===== src/inc/clpm_cfg.svh =====
// offsets, field positions and timing counts of the low-power mode control block
// assumes a 100 MHz clock and an 8-bit apb byte address
`ifndef CLPM_CFG_SVH
`define CLPM_CFG_SVH
`define CLPM_OFF_CTRL 8'h00
`define CLPM_OFF_STAT 8'h04
`define CLPM_OFF_ISTAT 8'h08
`define CLPM_OFF_IMASK 8'h0c
`define CLPM_OFF_TXSEL 8'h10
`define CLPM_OFF_TXE 8'h14
`define CLPM_OFF_RXF 8'h18
`define CLPM_WIN_TX 4'h4
`define CLPM_WIN_RX 4'h6
`define CLPM_CTRL_SLEEP_REQUEST 0
`define CLPM_CTRL_WAKEUP_ENABLE_BIT 1
`define CLPM_CTRL_WFILT 2
`define CLPM_CTRL_CSW 3
`define CLPM_EV_WAKE 0
`define CLPM_EV_ABORT 1
`define CLPM_EV_RECOV 2
`define CLPM_EV_RXF 3
`define CLPM_NEV 4
`define CLPM_NBUF 3
`define CLPM_NWORD 4
`define CLPM_TXE_RST 3'h7
`define CLPM_CLK_NS 10
`define CLPM_RECOV_NS 1000
`define CLPM_RECOV_CYC ((`CLPM_RECOV_NS + `CLPM_CLK_NS - 1) / `CLPM_CLK_NS)
`define CLPM_WFILT_NS 2000
`define CLPM_WFILT_CYC ((`CLPM_WFILT_NS + `CLPM_CLK_NS - 1) / `CLPM_CLK_NS)
`endif


===== src/inc/clpm_pkg.sv =====
// types of the low-power mode control block
// shared by the design and the bench
package clpm_pkg;
    typedef enum logic [3:0] {
        M_NORMAL = 4'h1,
        M_SLEEP = 4'h2,
        M_PDOWN = 4'h4,
        M_RECOV = 4'h8
    } clpm_mode_t;
    typedef enum logic [1:0] {
        CPU_RUN = 2'h0,
        CPU_WAIT = 2'h1,
        CPU_STOP3 = 2'h2,
        CPU_STOP12 = 2'h3
    } clpm_cpu_t;
    typedef struct packed {
        logic ide;
        logic srr;
        logic rtr;
        logic [28:0] id;
        logic [63:0] data;
        logic [3:0] dlc;
    } clpm_rxfrm_t;
endpackage


===== src/logic/clpm_ctrl.sv =====
// low-power mode control of a can controller, with message buffer access over apb
// assumes synchronous inputs, a protocol engine outside and one 100 MHz clock
// Function
// - in run mode only sleep is offered, never power-down
// - deep stop, shallow stop without sleep at entry, or wait with stop-clocks-in-wait, gives power-down
// - wait without stop-clocks-in-wait keeps normal or sleep per request
// - deep stop modes force power-down whatever sleep request and acknowledge
// - shallow stop picks sleep if request and acknowledge were 1 at entry
// - stop-clocks-in-wait is ignored in every stop mode
// - entering power-down aborts traffic and drives transmit pin recessive
// - power-down freezes all software-visible state and refuses every register access
// - power-down without prior sleep runs a fixed recovery delay after it
// - leaving wait-induced power-down restarts and returns to normal, or returns to sleep if sleep preceded it
// - with wake-up enabled, bus activity ends sleep
// - wake-up filter select ignores short glitches on the receive line
// - transmit buffer writable only when empty and selected; receive read-only
// - receive buffer reads are valid only while receive-full is set
// - message buffers are not reset, contents undefined after reset
// - identifier word holds 32 bits extended or 13 bits standard
`include "clpm_cfg.svh"
module clpm_ctrl import clpm_pkg::*; (
    // clock, reset, enable
    input wire logic ref_clk_in,
    input wire logic rst_in,
    input wire logic clk_en_in,
    // apb slave
    input wire logic psel_in,
    input wire logic penable_in,
    input wire logic pwrite_in,
    input wire logic [7:0] paddr_in,
    input wire logic [31:0] pwdata_in,
    output logic [31:0] prdata_out,
    output logic pready_out,
    output logic pslverr_out,
    // processor state
    input wire clpm_cpu_t cpu_mode_in,
    // can pins and protocol engine
    input wire logic can_receive_pin_in,
    input wire logic tx_engine_bit_in,
    input wire logic bus_idle_in,
    input wire logic rx_store_in,
    input wire clpm_rxfrm_t rx_frame_in,
    input wire logic [2:0] tx_sent_in,
    output logic can_transmit_pin_out,
    output logic engine_abort_out,
    output logic [2:0] tx_pending_out,
    // status
    output logic irq_out,
    output clpm_mode_t mode_out
);
    localparam logic [7:0] RECOV_CYC = 8'(`CLPM_RECOV_CYC);
    localparam logic [7:0] WFILT_CYC = 8'(`CLPM_WFILT_CYC);
    localparam int RECOV_INT = `CLPM_RECOV_CYC;

    clpm_mode_t state_q, state_d;
    clpm_cpu_t prev_cpu_q;
    logic [3:0] ctrl_q, ctrl_d;
    logic [`CLPM_NEV-1:0] istat_q, imask_q;
    logic [2:0] txsel_q, txe_q;
    logic rxf_q, from_sleep_q, s3_sleep_q;
    logic [7:0] rec_cnt_q, wcnt_q;
    logic [31:0] prdata_q;
    logic pready_q, pslverr_q, irq_q, txpin_q, abort_q;
    logic [2:0] txpend_q;
    // ram-backed buffers, deliberately without reset
    logic [31:0] tx_mem [0:`CLPM_NBUF*`CLPM_NWORD-1];
    logic [31:0] rx_mem [0:`CLPM_NWORD-1];

    wire ce = clk_en_in;
    wire pd = (state_q == M_PDOWN);
    wire sleep_request = ctrl_q[`CLPM_CTRL_SLEEP_REQUEST];
    wire wakeup_enable_bit = ctrl_q[`CLPM_CTRL_WAKEUP_ENABLE_BIT];
    wire wakeup_filter_select = ctrl_q[`CLPM_CTRL_WFILT];
    wire stop_clocks_in_wait = ctrl_q[`CLPM_CTRL_CSW];
    wire sleep_acknowledge = (state_q == M_SLEEP);

    // apb decode
    wire setup = psel_in & ~penable_in;
    wire access = psel_in & penable_in & pready_q;
    wire wr = access & pwrite_in & ~pslverr_q;
    wire a_ctrl = (paddr_in == `CLPM_OFF_CTRL);
    wire a_stat = (paddr_in == `CLPM_OFF_STAT);
    wire a_istat = (paddr_in == `CLPM_OFF_ISTAT);
    wire a_imask = (paddr_in == `CLPM_OFF_IMASK);
    wire a_txsel = (paddr_in == `CLPM_OFF_TXSEL);
    wire a_txe = (paddr_in == `CLPM_OFF_TXE);
    wire a_rxf = (paddr_in == `CLPM_OFF_RXF);
    wire a_tx = (paddr_in[7:4] == `CLPM_WIN_TX) & (paddr_in[1:0] == 2'h0);
    wire a_rx = (paddr_in[7:4] == `CLPM_WIN_RX) & (paddr_in[1:0] == 2'h0);
    wire [1:0] word = paddr_in[3:2];
    wire mapped = a_ctrl | a_stat | a_istat | a_imask | a_txsel | a_txe | a_rxf | a_tx | a_rx;

    // lowest selected transmit buffer
    wire [1:0] sel_idx = txsel_q[0] ? 2'h0 : (txsel_q[1] ? 2'h1 : 2'h2);
    wire sel_ok = (|txsel_q) & txe_q[sel_idx];
    wire [3:0] tx_addr = 4'(sel_idx * 4) + {2'h0, word};
    // writes only to an empty, selected buffer
    wire tx_wr = wr & a_tx & sel_ok;

    // stop3 decides from the sleep state present at entry
    wire s3_entry = (cpu_mode_in == CPU_STOP3) & (prev_cpu_q != CPU_STOP3);
    wire s3_sleep = s3_entry ? (sleep_request & sleep_acknowledge) : s3_sleep_q;
    wire pd_cond = (cpu_mode_in == CPU_STOP12) |
                   ((cpu_mode_in == CPU_WAIT) & stop_clocks_in_wait) |
                   ((cpu_mode_in == CPU_STOP3) & ~s3_sleep);

    wire rx_dom = ~can_receive_pin_in;
    wire wake_ev = sleep_acknowledge & wakeup_enable_bit & rx_dom & (~wakeup_filter_select | (wcnt_q == WFILT_CYC - 8'h1));

    always_comb begin
        state_d = state_q;
        unique case (state_q)
            M_NORMAL: begin
                if (pd_cond) begin
                    state_d = M_PDOWN;
                end else if (sleep_request & bus_idle_in) begin
                    state_d = M_SLEEP;
                end
            end
            M_SLEEP: begin
                if (pd_cond) begin
                    state_d = M_PDOWN;
                end else if (wake_ev | ~sleep_request) begin
                    state_d = M_NORMAL;
                end
            end
            // leave power-down through recovery unless sleep preceded it
            M_PDOWN: begin
                if (!pd_cond) begin
                    state_d = from_sleep_q ? M_SLEEP : M_RECOV;
                end
            end
            M_RECOV: begin
                if (pd_cond) begin
                    state_d = M_PDOWN;
                end else if (rec_cnt_q == 8'h1) begin
                    state_d = M_NORMAL;
                end
            end
        endcase
    end

    wire enter_pd = (state_d == M_PDOWN) & ~pd;
    wire recov_done = (state_q == M_RECOV) & (state_d == M_NORMAL);
    wire rx_set = rx_store_in & ~rxf_q & ~pd;
    wire [`CLPM_NEV-1:0] events = {rx_set, recov_done, enter_pd & ~bus_idle_in,
                                  (state_d == M_NORMAL) & wake_ev};

    // control register, hardware drops the sleep request on wake-up
    always_comb begin
        ctrl_d = ctrl_q;
        if (wr & a_ctrl) begin
            ctrl_d = pwdata_in[3:0];
        end
        if (events[`CLPM_EV_WAKE]) begin
            ctrl_d[`CLPM_CTRL_SLEEP_REQUEST] = 1'b0;
        end
    end

    // identifier word, extended uses 32 bits, standard only 13
    function automatic logic [31:0] pack_id(input clpm_rxfrm_t f);
        logic [31:0] w;
        w = 32'h0;
        if (f.ide) begin
            w = {f.id, f.srr, 1'b1, f.rtr};
        end else begin
            w[31:19] = {f.id[10:0], f.rtr, 1'b0};
        end
        return w;
    endfunction

    // read mux; receive window valid only while full
    logic [31:0] rd_d;
    always_comb begin
        rd_d = 32'h0;
        if (a_ctrl) rd_d[3:0] = ctrl_q;
        if (a_stat) rd_d[5:0] = {from_sleep_q, state_q, sleep_acknowledge};
        if (a_istat) rd_d[`CLPM_NEV-1:0] = istat_q;
        if (a_imask) rd_d[`CLPM_NEV-1:0] = imask_q;
        if (a_txsel) rd_d[2:0] = txsel_q;
        if (a_txe) rd_d[2:0] = txe_q;
        if (a_rxf) rd_d[0] = rxf_q;
        if (a_tx && (|txsel_q)) rd_d = tx_mem[tx_addr];
        if (a_rx && rxf_q) rd_d = rx_mem[word];
    end

    // apb answer: data captured in setup, ready in the first access cycle
    // power-down or unmapped address answers with an error and zero data
    always_ff @(posedge ref_clk_in or posedge rst_in) begin
        if (rst_in) begin
            pready_q <= 1'b0;
            pslverr_q <= 1'b0;
            prdata_q <= 32'h0;
        end else if (ce) begin
            pready_q <= setup;
            pslverr_q <= setup & (pd | ~mapped);
            prdata_q <= (setup & ~pd & ~pwrite_in) ? rd_d : 32'h0;
        end
    end

    always_ff @(posedge ref_clk_in or posedge rst_in) begin
        if (rst_in) begin
            state_q <= M_NORMAL;
            prev_cpu_q <= CPU_RUN;
            s3_sleep_q <= 1'b0;
            from_sleep_q <= 1'b0;
        end else if (ce) begin
            state_q <= state_d;
            prev_cpu_q <= cpu_mode_in;
            s3_sleep_q <= s3_sleep;
            if (enter_pd) from_sleep_q <= sleep_acknowledge;
        end
    end

    // fixed recovery count, loaded on leaving power-down
    always_ff @(posedge ref_clk_in or posedge rst_in) begin
        if (rst_in) begin
            rec_cnt_q <= 8'h0;
        end else if (ce) begin
            if (state_d == M_RECOV && state_q != M_RECOV) rec_cnt_q <= RECOV_CYC;
            else if (state_q == M_RECOV) rec_cnt_q <= rec_cnt_q - 8'h1;
        end
    end

    always_ff @(posedge ref_clk_in or posedge rst_in) begin
        if (rst_in) begin
            wcnt_q <= 8'h0;
        end else if (ce) begin
            wcnt_q <= (sleep_acknowledge & rx_dom & (wcnt_q != WFILT_CYC)) ? wcnt_q + 8'h1 :
                      (sleep_acknowledge & rx_dom) ? wcnt_q : 8'h0;
        end
    end

    // software-visible state holds still during power-down
    always_ff @(posedge ref_clk_in or posedge rst_in) begin
        if (rst_in) begin
            ctrl_q <= 4'h0;
            istat_q <= '0;
            imask_q <= '0;
            txsel_q <= 3'h0;
            txe_q <= `CLPM_TXE_RST;
            rxf_q <= 1'b0;
        end else if (ce && !pd) begin
            ctrl_q <= ctrl_d;
            // set wins over a write-one clear in the same cycle
            istat_q <= (istat_q & ~((wr & a_istat) ? pwdata_in[`CLPM_NEV-1:0] : '0)) | events;
            if (wr & a_imask) imask_q <= pwdata_in[`CLPM_NEV-1:0];
            if (wr & a_txsel) txsel_q <= pwdata_in[2:0];
            txe_q <= (txe_q & ~((wr & a_txe) ? pwdata_in[2:0] : 3'h0)) | tx_sent_in;
            rxf_q <= (rxf_q & ~(wr & a_rxf & pwdata_in[0])) | rx_set;
        end
    end

    always_ff @(posedge ref_clk_in) begin
        if (ce && tx_wr) begin
            tx_mem[tx_addr] <= pwdata_in;
        end
    end

    always_ff @(posedge ref_clk_in) begin
        if (ce && rx_set) begin
            rx_mem[0] <= pack_id(rx_frame_in);
            rx_mem[1] <= rx_frame_in.data[63:32];
            rx_mem[2] <= rx_frame_in.data[31:0];
            rx_mem[3] <= {28'h0, rx_frame_in.dlc};
        end
    end

    // outputs
    always_ff @(posedge ref_clk_in or posedge rst_in) begin
        if (rst_in) begin
            irq_q <= 1'b0;
            txpin_q <= 1'b1;
            abort_q <= 1'b0;
            txpend_q <= 3'h0;
        end else if (ce) begin
            irq_q <= |(istat_q & imask_q);
            // recessive and abort from the cycle power-down starts
            txpin_q <= (state_d == M_PDOWN) ? 1'b1 : tx_engine_bit_in;
            abort_q <= (state_d == M_PDOWN);
            txpend_q <= ~txe_q;
        end
    end

    assign prdata_out = prdata_q;
    assign pready_out = pready_q;
    assign pslverr_out = pslverr_q;
    assign can_transmit_pin_out = txpin_q;
    assign engine_abort_out = abort_q;
    assign tx_pending_out = txpend_q;
    assign irq_out = irq_q;
    assign mode_out = state_q;

    logic [7:0] rec_seen_q;
    always_ff @(posedge ref_clk_in or posedge rst_in) begin
        if (rst_in) rec_seen_q <= 8'h0;
        else if (ce) rec_seen_q <= (state_q == M_RECOV) ? rec_seen_q + 8'h1 : 8'h0;
    end
endmodule


===== config.mk =====
export PLATFORM = sky130hd
export DESIGN_NAME = clpm_ctrl
export DESIGN_NICKNAME = d
export VERILOG_FILES = /design/src/inc/clpm_pkg.sv /design/src/logic/clpm_ctrl.sv
export VERILOG_INCLUDE_DIRS = /design/src /design/src/inc
export SDC_FILE = /design/constraint.sdc
export NUM_CORES = 1
export LEC_CHECK = 0
export ABC_AREA = 1
export BUFFER_PORTS_ARGS = -buffer_cell sky130_fd_sc_hd__buf_2
export CORE_UTILIZATION = 30
export CTS_CLUSTER_SIZE = 14
export DETAILED_ROUTE_END_ITERATION = 16
export SYNTH_ARGS = -nofsm -noshare
export SYNTH_HDL_FRONTEND = slang
export SYNTH_SLANG_ARGS = --single-unit

===== constraint.sdc =====
create_clock -name ref_clk_in -period 4.4 [get_ports ref_clk_in]
set_clock_uncertainty 0.1 [all_clocks]
set_input_delay 0.88 -clock ref_clk_in [delete_from_list [all_inputs] [get_ports ref_clk_in]]
set_output_delay 0.88 -clock ref_clk_in [all_outputs]
set_load 0.05 [all_outputs]

* Word level (Yosys, flattened, before mapping) *
Memory sizes are Yosys's and may differ from the RTL's.
Index checks and enable logic that the tools add are counted.

word-level totals
  memories = 2
  bits in writable memories = 512
  bits of input ports = 155
  word-level logic and storage cells = 182
  output and inout bits = 44
  flip-flop bits (word level) = 83

memory list
  name    depth  bits a word  rd ports  clocked after memory_dff  write ports  line             RTL
  tx_mem  12     32           1         0                         1            clpm_ctrl.sv:66  logic [31:0] tx_mem [0:`CLPM_NBUF*`CLPM_NWORD-1];
  rx_mem  4      32           1         0                         4            clpm_ctrl.sv:67  logic [31:0] rx_mem [0:`CLPM_NWORD-1];

operators by class
  add/subtract/negate cells = 3
  magnitude comparators = 1
  muxes and demuxes = 41
  bitwise operators = 71
  reduce and logical (&&, ||, !) cells = 20
  eq/ne operators = 24

operator list
  cell                                                  number
  2-to-1 mux 32 bit                                     3
  2-to-1 mux 4 bit                                      12
  2-to-1 mux 19 bit                                     2
  bitwise AND 1 bit                                     37
  2-to-1 mux 8 bit                                      4
  2-to-1 mux 13 bit                                     2
  equality test 8 x 5 -> 1 bit (second input constant)  3
  equality test 4 x 3 -> 1 bit (second input constant)  4
  equality test 8 x 4 -> 1 bit (second input constant)  2
  case mux 4 bit (4 select lines)                       1
  bitwise OR 1 bit                                      14
  AND reduction 2 bit                                   7
  NOT 1 bit                                             12
  2-to-1 mux 1 bit                                      10
  2-to-1 mux 3 bit                                      3
  adder 8 x 1 -> 8 bit (second input constant)          1
  bitwise AND 4 bit                                     2
  equality test 4 x 1 -> 1 bit (second input constant)  2
  equality test 4 bit (second input constant)           2
  equality test 8 x 1 -> 1 bit (second input constant)  1
  equality test 8 x 3 -> 1 bit (second input constant)  1
  equality test 8 bit (second input constant)           1
  zero test 8 bit                                       1
  != test 8 bit (second input constant)                 1
  other kinds (23)                                      32

* Depth between registers and ports, before layout *
  word-level depth = 12
  mapped depth = 14

* Worst setup path after synthesis *
No wires, ideal clock.

  path kind = flip-flop to flip-flop
  from = register state_q[3], in the netlist mode_out[3]
  to = memory rx_mem[0][0] (enable)
  required time = 3847 ps
  library setup time = 453 ps
  path buffers = 0
  arrival = 3450 ps
  slack = 397 ps
  clock period less this slack = 4003 ps
  stages on the path, launching flop included = 7
  cells stage by stage = dfrtp_1 > inv_1 > nand3_1 > inv_2 > nor2_2 > nand3_1 > inv_1

RTL lines
  element                 line              RTL
  start, declared         clpm_ctrl.sv:55   clpm_mode_t state_q, state_d;
  start signal, assigned  clpm_ctrl.sv:208  state_q <= state_d;
  end, declared           clpm_ctrl.sv:67

* Worst setup path after layout *
  from = register txsel_q[1]
  to = memory tx_mem[6][15] (enable)

on the way
  word-level cells in the longest chain between the ends = 9
  elaborated cells on any way between the ends = 11
  those cells by class = 1 x add/sub; 6 x mux; 2 x bitwise; 2 x reduce/logical

RTL lines
  element                                 line              RTL
  start, declared                         clpm_ctrl.sv:59   logic [2:0] txsel_q, txe_q;
  start signal, assigned                  clpm_ctrl.sv:248  if (wr & a_txsel) txsel_q <= pwdata_in[2:0];
  2-to-1 mux 2 bit (2 in a row)           clpm_ctrl.sv:94   wire [1:0] sel_idx = txsel_q[0] ? 2'h0 : (txsel_q[1] ? 2'h1 : 2'h2);
  binary-select mux 1 bit (select 2 bit)  clpm_ctrl.sv:95   wire sel_ok = (|txsel_q) & txe_q[sel_idx];
  2-to-1 mux 1 bit (implied by the code)  clpm_ctrl.sv:95
  bitwise AND 1 bit                       clpm_ctrl.sv:95
  bitwise AND 1 bit                       clpm_ctrl.sv:98   wire tx_wr = wr & a_tx & sel_ok;
  logical AND 1 bit                       clpm_ctrl.sv:255  if (ce && tx_wr) begin
  2-to-1 mux 1 bit                        clpm_ctrl.sv:255
  2-to-1 mux 1 bit (implied by the code)  clpm_ctrl.sv:256  tx_mem[tx_addr] <= pwdata_in;
  end, declared                           clpm_ctrl.sv:66

Several ways; a longest one is shown, not always the timed one. The select of a mux whose other input is x is not followed.

==> results.json <==
{
  "status": "finished clean",
  "final_nets": 2166,
  "power_frac_comb": 0.088,
  "timing.rr.start": "txsel_q[1]",
  "die_w_microns": 277,
  "start_util": 0.304,
  "finalSetupViolCount": 0,
  "num_io_pins": 199,
  "cp_slowest_cell": "dfrtp_1",
  "antenna_found_initial": 11,
  "period_share": 0.677,
  "rsz0062_at_grt": "no",
  "ys_seq_elements": 567,
  "synth-edff-count": 484,
  "syn_inst": 1780,
  "seq_power_share": 0.499,
  "clkLatencyLatePin_ps": 620,
  "clock_sinks": 567,
  "crit_path_frequent_cell": "buf_4",
  "cts_hold_buf": 0,
  "p_clk_frac": 0.413,
  "p_switching_uw": 2880,
  "p_leak_uw": 0.0101,
  "worstSetupPathType": "register to register",
  "multi_input_area_sq_mm": 0.00544,
  "min_period_ps": 2980,
  "rows": 100,
  "relSlewSlack": 0.535,
  "synth-async-reset-ratio": 0.146,
  "tightest_slew_ps": 698,
  "max_freq_mhz": 336,
  "syn_area_per_cell_sq_um": 12.8,
  "ys_seq_area_frac": 0.732,
  "fin_setup_tns_ps": 0,
  "htreeDepth": 2,
  "overflow": 0,
  "ys_types": 49,
  "worstPathMaxFanout": 32,
  "grt.total_usage": 0.169,
  "arrival_ps": 3120,
  "internal_power_uw": 9130,
  "root_buffer": "clkbuf_16",
  "cts_resized": 0,
  "cap_violations": 0,
  "firstDrtPassIters": 6,
  "die-area_sq_mm": 0.0768,
  "power_uw": 12000,
  "ys.flop_type": "edfxtp_1",
  "cts_made_buffers": 56,
  "tritoncts": "built",
  "hold_viol_final": 0,
  "port_buffers": 198,
  "drv_slew": 0,
  "post-route-drc-count": 0,
  "dieHeight_microns": 277,
  "rr_worst_depth": 10,
  "vdd_drop_max_mv": 0.331,
  "vias": 15400,
  "path_cells": "nor2_4 > buf_4 > inv_1 > buf_4 > o221ai_1 > nor3_1 > buf_4 > nand2_1 > nor2_4 > buf_4",
  "path_clk_slew_ps": 60,
  "layout-drive-gt1-share": 0.205,
  "place_hpwl_microns": 43500,
  "grt_pass1_wl_microns": 98500,
  "r2r-end": "tx_mem[6][15]",
  "cp-end-kind": "register",
  "reg2reg_slack_ps": 1420,
  "hp-class": "input port to async pin",
  "fin_ws_ps": 1420,
  "final_cells": 3029,
  "crit_required_ps": 4540,
  "viasPerCell": 5.07,
  "first_iter_violations": 1472,
  "fill_cells": 7121,
  "startpoint_type": "register",
  "cp_slowest_stage_delay_ps": 460,
  "wirelength_microns": 65900,
  "seq_area_sq_mm": 0.0166,
  "grt_pass1_vias": 15500,
  "grt_max_degree": 89,
  "p_per_area_mw_per_mm2": 445,
  "cts.path.max_buffers": 3,
  "swShare": 0.240,
  "place.gp.congestion": 0.880,
  "post_cts_buffers": 0,
  "ys.warnings.count": 0,
  "pre_cts_ws_ps": 1090,
  "wl_per_cell_microns": 21.8,
  "area_growth_pct": 18.8,
  "synth_fp_nets": 1939,
  "ant_nets": 0,
  "core_sq_mm": 0.0747,
  "synth_area_sq_mm": 0.0227,
  "placedCellCount": 2918
}
## cell usage after synthesis, types with 22 or more instances
library cell	count	area (sq um)
nand4_1	32	200
dfrtp_1	78	1950
buf_2	45	225
clkbuf_1	25	93.8
o22ai_1	41	257
a22oi_1	136	1020
a21oi_1	45	225
nand2_1	437	1640
nand3_1	39	195
o21ai_1	22	110
o21ai_0	93	465
edfxtp_1	484	14500
nor2_1	86	323
inv_1	72	270
## worst max-delay path by stage
stage | endpoint | slack [ps] | start
final | tx_mem[6][15] | 1420 | txsel_q[1]
after global routing | rx_mem[1][14] | 1260 | mode_out[3]
after CTS | tx_mem[6][13] | 1440 | txsel_q[1]
after detailed placement | tx_mem[6][25] | 1090 | penable_in
after global placement | tx_mem[6][28] | 1110 | penable_in
after floorplan | rx_mem[0][0] | 400 | mode_out[3]
## layer usage
metal,part of all wire,track usage
met1,0.40,0.216
met5,0.00041,0
met3,0.068,0.0292
met4,0.032,0.0635
met2,0.50,0.287
## worst max-delay path: cells and delay by family, from the launching register on
family,cells,cell delay [ps]
buf+inv,5,1340
simple gates,4,500
flops,1,460
compound gates,1,170
## cells by family after synthesis
family,share of synthesized area
multiplexers,0.00595
AND/OR/NAND/NOR,0.121
adder cells (fa/ha/maj),0.00220
buffers and inverters,0.0325
flip-flops,0.732
AO/OA/AOI/OAI,0.105
XOR/XNOR,0.00154
## layout make-up
| type | instances | area share |
|---|---|---|
| timing repair buffer | 255 | 0.0544 |
| sequential | 567 | 0.616 |
| clock buffer | 69 | 0.0557 |
| multi-input combinational | 1045 | 0.202 |
| inverter | 82 | 0.0115 |
| tap | 969 | 0.0449 |
| clock inverter | 37 | 0.0153 |
| antenna | 5 | 0.000464 |
## state kept, by name, summed over array words and instances (netlist names), 2 cells and up
name            count
tx_mem            384
rx_mem            100
prdata_out         32
rec_cnt_q           8
wcnt_q              8
ctrl_q              4
imask_q             4
istat_q             4
mode_out            4
tx_pending_out      3
txe_q               3
txsel_q             3
prev_cpu_q          2
## power by group through the flow
stage | sequential [uW] | combinational [uW] | clock (uW)
3_3_place_gp | 6100 | 1040 | 0
6_report | 5990 | 1060 | 4960
5_1_grt | 6000 | 1180 | 5230
3_5_place_dp | 6100 | 1060 | 0
4_1_cts | 5990 | 1070 | 5050
2_1_floorplan | 6150 | 658 | 0
## layout by cell type (no fill, tap or decap), types with 4 or more instances in the layout
cell type	count
dfrtp_1	78
inv_1	70
dfstp_2	5
a31oi_1	5
nor2_4	16
nand4_1	32
o21a_1	9
o21ai_2	5
clkinv_2	17
o21ai_1	22
clkbuf_1	9
nor2_1	74
nor3_1	21
clkbuf_16	57
nand3_1	39
o211ai_1	5
buf_4	53
ha_1	4
nand2_1	437
diode_2	5
a21oi_1	45
bufinv_16	8
nor2_2	7
a22oi_1	136
buf_12	4
mux2_2	12
o22ai_1	41
edfxtp_1	484
clkinv_1	12
buf_2	198
nand2_2	11
inv_2	8
o21ai_0	93
## per-stage QoR
step	util	hold slack, ps	cell area, sq um
final	0.361	235	27000
after global routing	0.361	293	27000
after CTS	0.361	239	27000
after detailed placement	0.335	367	25100
after global placement	0.335	361	25100
after floorplan	-	359	22700
(Power assumes the default switching activity.)
